**src/rtl/bpfs_pkg.sv**
```systemverilog
// Package of constants and types for the boot pin function select block.
package bpfs_pkg;
    localparam int NUM_PINS = 13;
    localparam int SEL_W = 3;
    // Pin indices.
    localparam int PIN_WAKE_IN = 0;
    localparam int PIN_SLEEP_STATE = 1;
    localparam int PIN_LED_A = 2;
    localparam int PIN_LED_B = 3;
    localparam int PIN_HOST_WAKE = 4;
    localparam int PIN_TX = 6;
    localparam int PIN_RX = 7;
    localparam int PIN_RTS = 8;
    localparam int PIN_CTS = 9;
    // Function codes held in each pin selector.
    localparam logic [2:0] FN_IN_NOPULL = 3'h0;
    localparam logic [2:0] FN_IN_PULLUP = 3'h1;
    localparam logic [2:0] FN_GPIO = 3'h2;
    localparam logic [2:0] FN_SPECIAL = 3'h3;
    // Host serial link default rate and its bit time at 125 MHz.
    localparam int CLK_HZ = 125000000;
    localparam int DEFAULT_BAUD = 115200;
    localparam int DEFAULT_BIT_CYCLES = CLK_HZ / DEFAULT_BAUD;
    // Reset function of each pin not routed at boot, index 12 down to 0; bpfs_top resets pins 1 and 6 to 9 unpulled.
    localparam logic [38:0] RESET_FN = {
        FN_IN_PULLUP, FN_IN_PULLUP, FN_IN_PULLUP, FN_IN_NOPULL, FN_SPECIAL,
        FN_IN_NOPULL, FN_SPECIAL, FN_IN_PULLUP, FN_IN_PULLUP, FN_IN_PULLUP,
        FN_IN_PULLUP, FN_SPECIAL, FN_IN_NOPULL};
    typedef enum logic [1:0] {BPFS_BOOTING, BPFS_RUN} bpfs_state_t;
endpackage

```
**src/rtl/bpfs_pin_sel.sv**
```systemverilog
// One pin's function selector with its pad control.
`timescale 1ns/1ps
`default_nettype none
module bpfs_pin_sel #(
    parameter logic [2:0] RESET_FN = 3'h1,
    parameter logic [2:0] BOOT_FN = 3'h1
) (
    input wire logic clk_sys,        // System clock.
    input wire logic nrst,           // Synchronous reset, active low.
    input wire logic ce,             // Clock enable.
    input wire logic boot_done,      // Boot completion strobe.
    input wire logic cfg_we,         // Decoded configuration write for this pin.
    input wire logic [2:0] cfg_fn,   // Function code to load.
    input wire logic cfg_dout,       // GPIO output value to load.
    input wire logic cfg_oe,         // GPIO drive enable to load.
    input wire logic spec_out,       // Special function output level.
    input wire logic spec_drive,     // Special function drives the pin.
    output logic [2:0] fn,           // Current function code.
    output logic pad_out,            // Pad output level.
    output logic pad_oe_n,           // Pad output enable, low drives.
    output logic pad_pullup          // Pad pull-up enable.
);
    logic [2:0] fn_r, fn_nxt;
    logic dout_r, dout_nxt, oe_r, oe_nxt;
    logic out_r, out_nxt, oen_r, oen_nxt;

    always_comb begin
        fn_nxt = fn_r;
        dout_nxt = dout_r;
        oe_nxt = oe_r;
        if (boot_done) begin
            fn_nxt = BOOT_FN;
        end
        if (cfg_we) begin
            fn_nxt = cfg_fn;
            dout_nxt = cfg_dout;
            oe_nxt = cfg_oe;
        end
        out_nxt = 1'b0;
        oen_nxt = 1'b1;
        if (fn_nxt == bpfs_pkg::FN_GPIO) begin
            out_nxt = dout_nxt;
            oen_nxt = ~oe_nxt;
        end else if (fn_nxt == bpfs_pkg::FN_SPECIAL) begin
            out_nxt = spec_out;
            oen_nxt = ~spec_drive;
        end
    end

    always_ff @(posedge clk_sys) begin
        if (!nrst) begin
            fn_r <= RESET_FN;
            dout_r <= 1'b0;
            oe_r <= 1'b0;
            out_r <= 1'b0;
            oen_r <= 1'b1;
        end else if (ce) begin
            fn_r <= fn_nxt;
            dout_r <= dout_nxt;
            oe_r <= oe_nxt;
            out_r <= out_nxt;
            oen_r <= oen_nxt;
        end
    end

    assign fn = fn_r;
    assign pad_out = out_r;
    assign pad_oe_n = oen_r;
    assign pad_pullup = (fn_r == bpfs_pkg::FN_IN_PULLUP);
endmodule
`default_nettype wire

```
**src/rtl/bpfs_top.sv**
```systemverilog
// Pin function multiplexer for general pins 0 to 12.
//
// Summary of operation
// - after boot, pin 1 shows sleep state.
// - sleep indicator low active, high asleep.
// - after boot, pin 6 is serial transmit.
// - after boot, pin 7 is receive, no pull.
// - after boot, pin 8 is request-to-send output.
// - after boot, pin 9 is clear-to-send input.
// - pin 0 unpulled input; wake input when configured.
// - pins 2, 3 pulled up; LED when configured.
// - pin 4 pulled up; host wake when configured.
// - pins 5, 10-12 pulled up; GPIO when configured.
`timescale 1ns/1ps
`default_nettype none
module bpfs_top #(
    parameter int NUM_PINS = bpfs_pkg::NUM_PINS
) (
    input wire logic clk_sys,                  // System clock, 125 MHz.
    input wire logic nrst,                     // Synchronous reset, active low.
    input wire logic ce,                       // Clock enable, freezes all state when low.
    input wire logic boot_done,                // Boot completion, level.
    input wire logic cfg_valid,                // Host configuration command strobe.
    input wire logic [3:0] cfg_pin,            // Pin index addressed by the command.
    input wire logic [2:0] cfg_fn,             // Function code requested.
    input wire logic cfg_dout,                 // GPIO output value requested.
    input wire logic cfg_oe,                   // GPIO drive enable requested.
    input wire logic sleep_mode,               // Device sleep state, high asleep.
    input wire logic uart_txd,                 // Serial transmit data from the port.
    input wire logic request_to_send_n,        // Flow-control output from the port.
    input wire logic led_blink_a,              // LED blink source for pin 2.
    input wire logic led_blink_b,              // LED blink source for pin 3.
    input wire logic host_wake_req,            // Host wake request source.
    input wire logic [12:0] pin_in,            // Pad input levels.
    output logic [12:0] pin_out,               // Pad output levels.
    output logic [12:0] pin_oe_n,              // Pad output enables, low drives.
    output logic [12:0] pin_pullup,            // Pad pull-up enables.
    output logic uart_rxd,                     // Serial receive data to the port.
    output logic clear_to_send_n,              // Flow-control input to the port.
    output logic wake_in,                      // Wake-up input to the power logic.
    output logic [12:0] gpio_in,               // Registered pad inputs in GPIO mode.
    output logic booted,                       // Boot routing applied.
    output logic [31:0] default_bit_cycles     // Initial serial bit time in clocks.
);
    // The pin map is fixed, so any other pin count is refused at elaboration.
    if (NUM_PINS != 13) begin : g_bad_pin_count
        $error("bpfs_top serves exactly 13 pins");
    end

    bpfs_pkg::bpfs_state_t state_r, state_nxt;
    logic boot_pulse;
    logic [12:0] spec_out, spec_drive;
    logic [38:0] fn_all;
    logic rx_r, rx_nxt, cts_r, cts_nxt, wake_r, wake_nxt;
    logic [12:0] gin_r, gin_nxt;

    always_comb begin
        state_nxt = state_r;
        boot_pulse = 1'b0;
        case (state_r)
            bpfs_pkg::BPFS_BOOTING: begin
                if (boot_done) begin
                    state_nxt = bpfs_pkg::BPFS_RUN;
                    boot_pulse = 1'b1;
                end
            end
            default: begin
                state_nxt = bpfs_pkg::BPFS_RUN;
            end
        endcase
    end

    always_comb begin
        spec_out = 13'h0000;
        spec_drive = 13'h0000;
        spec_out[bpfs_pkg::PIN_SLEEP_STATE] = sleep_mode;
        spec_drive[bpfs_pkg::PIN_SLEEP_STATE] = 1'b1;
        spec_out[bpfs_pkg::PIN_TX] = uart_txd;
        spec_drive[bpfs_pkg::PIN_TX] = 1'b1;
        spec_out[bpfs_pkg::PIN_RTS] = request_to_send_n;
        spec_drive[bpfs_pkg::PIN_RTS] = 1'b1;
        spec_out[bpfs_pkg::PIN_LED_A] = led_blink_a;
        spec_drive[bpfs_pkg::PIN_LED_A] = 1'b1;
        spec_out[bpfs_pkg::PIN_LED_B] = led_blink_b;
        spec_drive[bpfs_pkg::PIN_LED_B] = 1'b1;
        spec_out[bpfs_pkg::PIN_HOST_WAKE] = host_wake_req;
        spec_drive[bpfs_pkg::PIN_HOST_WAKE] = 1'b1;
    end

    // Boot routes only pins 1, 6, 7, 8 and 9; the rest keep their reset function.
    genvar i;
    generate
        for (i = 0; i < 13; i++) begin : g_pin
            localparam logic [2:0] RST_FN = bpfs_pkg::RESET_FN[3*i +: 3];
            localparam bit AUTO = (i == bpfs_pkg::PIN_SLEEP_STATE) || (i == bpfs_pkg::PIN_TX)
                || (i == bpfs_pkg::PIN_RX) || (i == bpfs_pkg::PIN_RTS)
                || (i == bpfs_pkg::PIN_CTS);
            localparam logic [2:0] BOOT_FN = AUTO ? ((i == bpfs_pkg::PIN_RX
                || i == bpfs_pkg::PIN_CTS) ? bpfs_pkg::FN_SPECIAL : bpfs_pkg::FN_SPECIAL)
                : RST_FN;
            logic we;
            logic boot_hit;
            // Commands take effect only once booted; boot writes auto pins.
            assign we = cfg_valid && (state_r == bpfs_pkg::BPFS_RUN)
                && (cfg_pin == 4'(i));
            assign boot_hit = boot_pulse && AUTO;
            bpfs_pin_sel #(
                .RESET_FN(AUTO ? bpfs_pkg::FN_IN_NOPULL : RST_FN),
                .BOOT_FN(BOOT_FN)
            ) u_sel (
                .clk_sys(clk_sys),
                .nrst(nrst),
                .ce(ce),
                .boot_done(boot_hit),
                .cfg_we(we),
                .cfg_fn(cfg_fn),
                .cfg_dout(cfg_dout),
                .cfg_oe(cfg_oe),
                .spec_out(spec_out[i]),
                .spec_drive(spec_drive[i]),
                .fn(fn_all[3*i +: 3]),
                .pad_out(pin_out[i]),
                .pad_oe_n(pin_oe_n[i]),
                .pad_pullup(pin_pullup[i])
            );
        end
    endgenerate

    always_comb begin
        // Idle the port inputs high so the serial port sees no start bit before boot.
        rx_nxt = 1'b1;
        cts_nxt = 1'b1;
        wake_nxt = 1'b0;
        if (fn_all[3*bpfs_pkg::PIN_RX +: 3] == bpfs_pkg::FN_SPECIAL) begin
            rx_nxt = pin_in[bpfs_pkg::PIN_RX];
        end
        if (fn_all[3*bpfs_pkg::PIN_CTS +: 3] == bpfs_pkg::FN_SPECIAL) begin
            cts_nxt = pin_in[bpfs_pkg::PIN_CTS];
        end
        if (fn_all[3*bpfs_pkg::PIN_WAKE_IN +: 3] == bpfs_pkg::FN_SPECIAL) begin
            wake_nxt = pin_in[bpfs_pkg::PIN_WAKE_IN];
        end
        for (int k = 0; k < 13; k++) begin
            gin_nxt[k] = (fn_all[3*k +: 3] == bpfs_pkg::FN_GPIO) ? pin_in[k] : 1'b0;
        end
    end

    always_ff @(posedge clk_sys) begin
        if (!nrst) begin
            state_r <= bpfs_pkg::BPFS_BOOTING;
            rx_r <= 1'b1;
            cts_r <= 1'b1;
            wake_r <= 1'b0;
            gin_r <= 13'h0000;
        end else if (ce) begin
            state_r <= state_nxt;
            rx_r <= rx_nxt;
            cts_r <= cts_nxt;
            wake_r <= wake_nxt;
            gin_r <= gin_nxt;
        end
    end

    assign uart_rxd = rx_r;
    assign clear_to_send_n = cts_r;
    assign wake_in = wake_r;
    assign gpio_in = gin_r;
    assign booted = (state_r == bpfs_pkg::BPFS_RUN);
    assign default_bit_cycles = 32'(bpfs_pkg::DEFAULT_BIT_CYCLES);
endmodule
`default_nettype wire

```
**config.mk**
```make
export PLATFORM = sky130hd
export DESIGN_NAME = bpfs_top
export DESIGN_NICKNAME = d
export VERILOG_FILES = /design/src/rtl/bpfs_pkg.sv /design/src/rtl/bpfs_pin_sel.sv /design/src/rtl/bpfs_top.sv
export SDC_FILE = /design/constraint.sdc
export NUM_CORES = 1
export LEC_CHECK = 0
export BUFFER_PORTS_ARGS = -buffer_cell sky130_fd_sc_hd__buf_2
export CAP_MARGIN = 40
export CORE_MARGIN = 2
export CORE_UTILIZATION = 50
export CTS_BUF_LIST = sky130_fd_sc_hd__clkbuf_8
export CTS_CLUSTER_DIAMETER = 30
export DETAILED_ROUTE_END_ITERATION = 10
export PLACE_DENSITY_LB_ADDON = 0.3
export SETUP_SLACK_MARGIN = 0.4
export SLEW_MARGIN = 20
export SYNTH_ARGS = -nofsm -noshare
export SYNTH_HDL_FRONTEND = slang
export SYNTH_SLANG_ARGS = --single-unit
```
**constraint.sdc**
```tcl
create_clock -name clk_sys -period 2 [get_ports clk_sys]
set_input_delay 0.1 -clock clk_sys [delete_from_list [all_inputs] [get_ports clk_sys]]
set_output_delay 0.1 -clock clk_sys [all_outputs]
set_load 0.005 [all_outputs]
```
; ---- Word-level counts from Yosys, hierarchy flattened
; Cells that the tools add are included.
[totals]
register_bits = 109
wordCells = 264
out_inout_bits = 88
[classes]
reduce_logical = 17
eq_ne = 62
bitwise_logic = 13
mux = 102
[ops]
columns = op, count
row1 = $eq 3x2->1 const B, 35
row2 = $mux 1, 82
row3 = $mux 3, 18
row4 = $eq 3x1->1 const B, 13
row5 = $eq 4x4->1 const B, 5
row6 = $eq 4x3->1 const B, 4
row7 = $logic_and 1x1->1, 14
row8 = $not 1->1, 13
row9 = $eq 4x2->1 const B, 2
row10 = $eq 4x1->1 const B, 1
row11 = $logic_not 4->1, 1
row12 = $mux 2, 2
row13 = $eq 2x1->1 const B, 1
row14 = $logic_not 2->1, 1
row15 = $ne 2x2->1 const B, 1
row16 = $reduce_and 2->1, 1

; ---- Logic depth before layout (Yosys ltp)
[depth]
ltp_word = 7
depth_mapped = 8

; ---- Hierarchy
; A second synthesis with hierarchy kept.
[unflattened]
hier_cells = 657
hier_area_um2 = 6019.5
[modules_own_cells]
columns = module, area_each_um2, cells_each, n_inst, seq_area_each_um2
row1 = bpfs_pin_sel (g_pin[10].u_sel ...), 374.1, 42, 7, 140.1
row2 = bpfs_pin_sel (g_pin[1].u_sel ...), 375.4, 39, 5, 140.1
row3 = bpfs_top, 1143.6, 125, 1, 340.3
row4 = bpfs_pin_sel (g_pin[0].u_sel), 380.4, 43, 1, 140.1

; ---- Worst setup path before layout
; No wires, ideal clock.
[synth_timing]
path_type = reg2reg
from = register state_r[0]
to = register g_pin[3].u_sel.out_r
arrival_time_ns = 1.615
required_ns = 1.863
slack_ns = 0.248
path_stages_with_launch = 7
n_path_buf = 1
setup_time_ns = 0.137
path_cell_list = dfxtp_1 -> buf_2 -> nand4b_4 -> nor2_2 -> mux2_1 -> a2111oi_0 -> a211oi_1
[synth_via]
elab_chain_len = 7
elab_cells_between_ends = 9
classes_between = eq/ne (3) / mux (4) / reduce/logical (2)
[synth_lines]
columns = element, line
row1 = start: declaration, bpfs_top.sv:50  ; bpfs_pkg::bpfs_state_t state_r, state_nxt;
row2 = start signal: assignment, bpfs_top.sv:150  ; state_r <= bpfs_pkg::BPFS_BOOTING;
row3 = start signal: assignment, bpfs_top.sv:156  ; state_r <= state_nxt;
row4 = $eq 2x1->1 *, bpfs_top.sv:104  ; assign we = cfg_valid && (state_r == bpfs_pkg::BPFS_RUN)
row5 = $logic_and 1x1->1 *, bpfs_top.sv:104
row6 = $logic_and 1x1->1 *, bpfs_top.sv:105  ; && (cfg_pin == 4'(i));
row7 = $mux 3, bpfs_pin_sel.sv:34  ; if (cfg_we) begin
row8 = $eq 3x2->1, bpfs_pin_sel.sv:44  ; end else if (fn_nxt == bpfs_pkg::FN_SPECIAL) begin
row9 = $mux 1, bpfs_pin_sel.sv:44
row10 = $mux 1 *, bpfs_pin_sel.sv:41  ; if (fn_nxt == bpfs_pkg::FN_GPIO) begin
row11 = end signal: assignment, bpfs_pin_sel.sv:61  ; out_r <= out_nxt;
row12 = end: declaration, bpfs_pin_sel.sv:25  ; logic out_r, out_nxt, oen_r, oen_nxt;
; Every way passes the cells marked *; elsewhere a longest branch is shown, timed or not.
; A chain may end at the register's enable or synchronous reset.

; ---- Final worst setup path
[layout_timing]
from = register state_r[0]
to = register g_pin[6].u_sel.fn_r[2]
[layout_via]
elab_chain_len = 4
elab_cells_between_ends = 7
classes_between = eq/ne (1) / mux (3) / reduce/logical (3)
[layout_lines]
columns = element, line
row1 = $logic_not 2->1 or $eq 2x1->1 (tied branches), "bpfs_top.sv:60, bpfs_top.sv:104"
row2 = $mux 1 or $logic_and 1x1->1 (tied branches), "bpfs_top.sv:60, bpfs_top.sv:104"
row3 = $mux 3 or $logic_and 1x1->1 (tied branches), "bpfs_pin_sel.sv:31, bpfs_top.sv:105"
row4 = $mux 3 *, bpfs_pin_sel.sv:34
row5 = end signal: assignment, bpfs_pin_sel.sv:58  ; fn_r <= fn_nxt;
row6 = end: declaration, bpfs_pin_sel.sv:23  ; logic [2:0] fn_r, fn_nxt;
; Marked as above.

==> metrics.txt <==
outcome finished, final reports clean; Post-Synth Simple-Gate Area 0.2635; total power 3.872 mW; Worst path most repeated cell buf_4; antenna-violating nets left 0; Chip Width 109.1 um; Initial Util 0.5122; RD Place Congestion 0.8905; cell taking the most area after synthesis dfxtp_1; family with the most delay on the worst path simple AND/OR/NAND/NOR gates; Crit Path Class flop to flop; synth warn 0; most common library cells after synthesis 108 x dfxtp_1, 97 x nand2_1, 74 x buf_4; Worst path depth 7; deepest clock path buffer count 2; Crit. End Element flop; CP Buf/Inv Count 2; largest net degree at the start of global routing 104; Compound-Gate Fraction of Synth Area 0.1704; Layout Area Growth over Synthesis 10.19%; CTS tree done; Die Height 109.1 um; later-pin clock latency in the skew report 0.38 ns; area occupied by multi-input gates 2791 sq um; Setup Skew 0.01107 ns; FMAX 0.6169 GHz; register-to-register setup slack 0.38 ns; cell area power density 635.7 nW/um^2; count leader, synth dfxtp_1; HP Class primary input to flop; Clk pin slew, worst setup/hold paths 0.10 ns; Num CTS Buffers 9; die area 11910 sq um; I/O pin count 121; Mapped Cells 669; hpwl dp 9.633 mm; Setup TNS 0 ns; initial antenna violation count 0; ys async rst share 0; WL per Instance 16.52 um; largest family of logic cells by synthesized area simple AND/OR/NAND/NOR gates; Layout Nets 756; DRC viols 0; share of the yosys chip area belonging to registers 0.3911; post-synthesis adder-cell area fraction 0; mux contribution to synthesized area 0.04187; drt first-iter violations 308; EDFF count, synth 0; Worst Slack Setup Final 0.3789 ns; Tot GR Track Use 0.2424; RSZ-0062 raised after global routing yes; crit path cell chain buf_4 -> nand4_2 -> nor3_4 -> buf_4 -> o21ai_0 -> a32oi_1 -> nor2_1; first-pass GRT wire length 22.51 mm; Cell Area, Synth 5528 sq um; slowest CP cell dfxtp_4; xor-xnor portion of the synthesized cell area 0; total clock sinks 108; port bufs 88; pre-CTS setup slack 0.2294 ns; H-tree Lvls 3; CP Max Fanout 6; max_cap viols 0; Synth top area share 0.3911; total gr overflow 0; part of the cycle the worst path needs 0.8105; Hold Path Stages 3; diode count 0; drt total wl 14.29 mm; Worst Path Required 2.27 ns; reg2reg path depth 7; Slew @ Worst Pin 0.6974 ns; # rows 38; Most used DFF post-synth dfxtp_1; largest cells by area after synthesis dfxtp_1 39%, buf_4 10%, nand2_1 6.6%, a21oi_1 5.8%, nand3_1 5.6%; vias in the first global route 4528; DR vias/cell 5.616; Reg area 2166 sq um; CORE AREA 10790 sq um; fill cell count 1015; post-synth cell types 57; Worst EP arrival 1.89 ns; Clock Root Buffer clkbuf_8; Slew headroom 0.5333; fin crit period 1.621 ns; total number of vias 4858; layout cells sized above 1 0.2345; DR pass1 iterations 5; critical path startpoint category flop; mean post-synth cell area 8.263 sq um; Hold Slack 0.02199 ns; #FFs+latches synth 108; Leakage 2.257 nW; fin. max-slew vios 0; max incr delay on CP 0.39 ns; Peak VDD IR 0.2949 mV; final setup fails 0; Fin. Hold Viols 0
final timing paths:
check | start | endpoint
setup / recovery | state_r[0] | g_pin[6].u_sel.fn[2]
hold / removal | pin_in[0] | wake_in
setup reg to reg | state_r[0] | g_pin[6].u_sel.fn[2]
hold reg to reg | g_pin[7].u_sel.pad_out | g_pin[7].u_sel.pad_out
flip-flops by register name, summed over array words and instances (netlist names), 13 cells and up:
name                  flops
g_pin.u_sel.fn           39
g_pin.u_sel.dout_r       13
g_pin.u_sel.oe_r         13
g_pin.u_sel.pad_oe_n     13
g_pin.u_sel.pad_out      13
gpio_in                  13
cell families (layout without fill, tap and decap cells):
family,Yosys count,after routing
buffers and inverters,118,144
multiplexers,23,23
other,2,32
AO/OA/AOI/OAI,147,147
AND/OR/NAND/NOR,271,271
flip-flops,108,108
worst reg2reg max path, delay by kind of cell, from the launching register on:
family	cells	cell delay, ns
flip-flops	1	0.39
buffers and inverters	2	0.32
AO/OA/AOI/OAI	2	0.26
AND/OR/NAND/NOR	3	0.53
area by class of cell:
class / count / area share
Clock buffer: 11 / 0.02486
Clock inverter: 2 / 0.002054
Inverter: 3 / 0.001849
Multi-Input combinational cell: 473 / 0.4583
Sequential cell: 108 / 0.3556
Tap cell: 140 / 0.02876
Timing Repair Buffer: 128 / 0.1286
stage by stage:
stage / std cells / instance area, sq um / utilization
after floorplan: 699 / 5662 / -
after global placement: 835 / 5739 / 0.5318
after detailed placement: 835 / 5739 / 0.5318
after CTS: 857 / 6002 / 0.5561
after global routing: 865 / 6091 / 0.5643
final: 865 / 6091 / 0.5643
routing by layer:
layer / vias up / part of all wire / GRT usage
li1: 2357 / - / -
met1: 2331 / 0.45 / 0.3230
met2: 155 / 0.48 / 0.3909
met3: 15 / 0.064 / 0.04961
met4: 0 / 0.014 / 0.08150
met5: - / 0 / 0
layout by cell type (no fill, tap or decap), types with 3 or more instances in the layout:
cell type        n
o221a_2          6
buf_4           28
nor2b_1          7
a211oi_1         5
a32oi_1          5
nand2_1         96
o22a_1           7
o21bai_1         4
nand2b_1        10
a21oi_2          3
buf_2           88
o21ai_1         15
nor2_2           5
nor3b_1         18
clkbuf_8        11
mux2i_1         22
nand3_1         62
a22oi_1          4
o21ai_0         15
a21oi_1         63
o221a_1          4
dlygate4sd3_1    9
nand4b_1         4
conb_1          32
nand4b_4         3
nor2_1          30
nor3_1          11
dfxtp_1        107
power by group:
| part | leakage [nW] | switching [mW] | internal, mW |
|---|---|---|---|
| registers | 0.875 | 0.0289 | 2.18 |
| logic | 1.30 | 0.282 | 0.163 |
| clock network | 0.0831 | 0.718 | 0.500 |
timing repair:
item                                    CTS  global route
buffers inserted                          0             8
endpoints found under the setup margin   36            29
pin swaps                                 0             8
hold buffers                              9             0
gates resized for setup                   5             6
hold endpoints to repair                 10             0
Note: power is estimated with default switching activity, not from simulation.
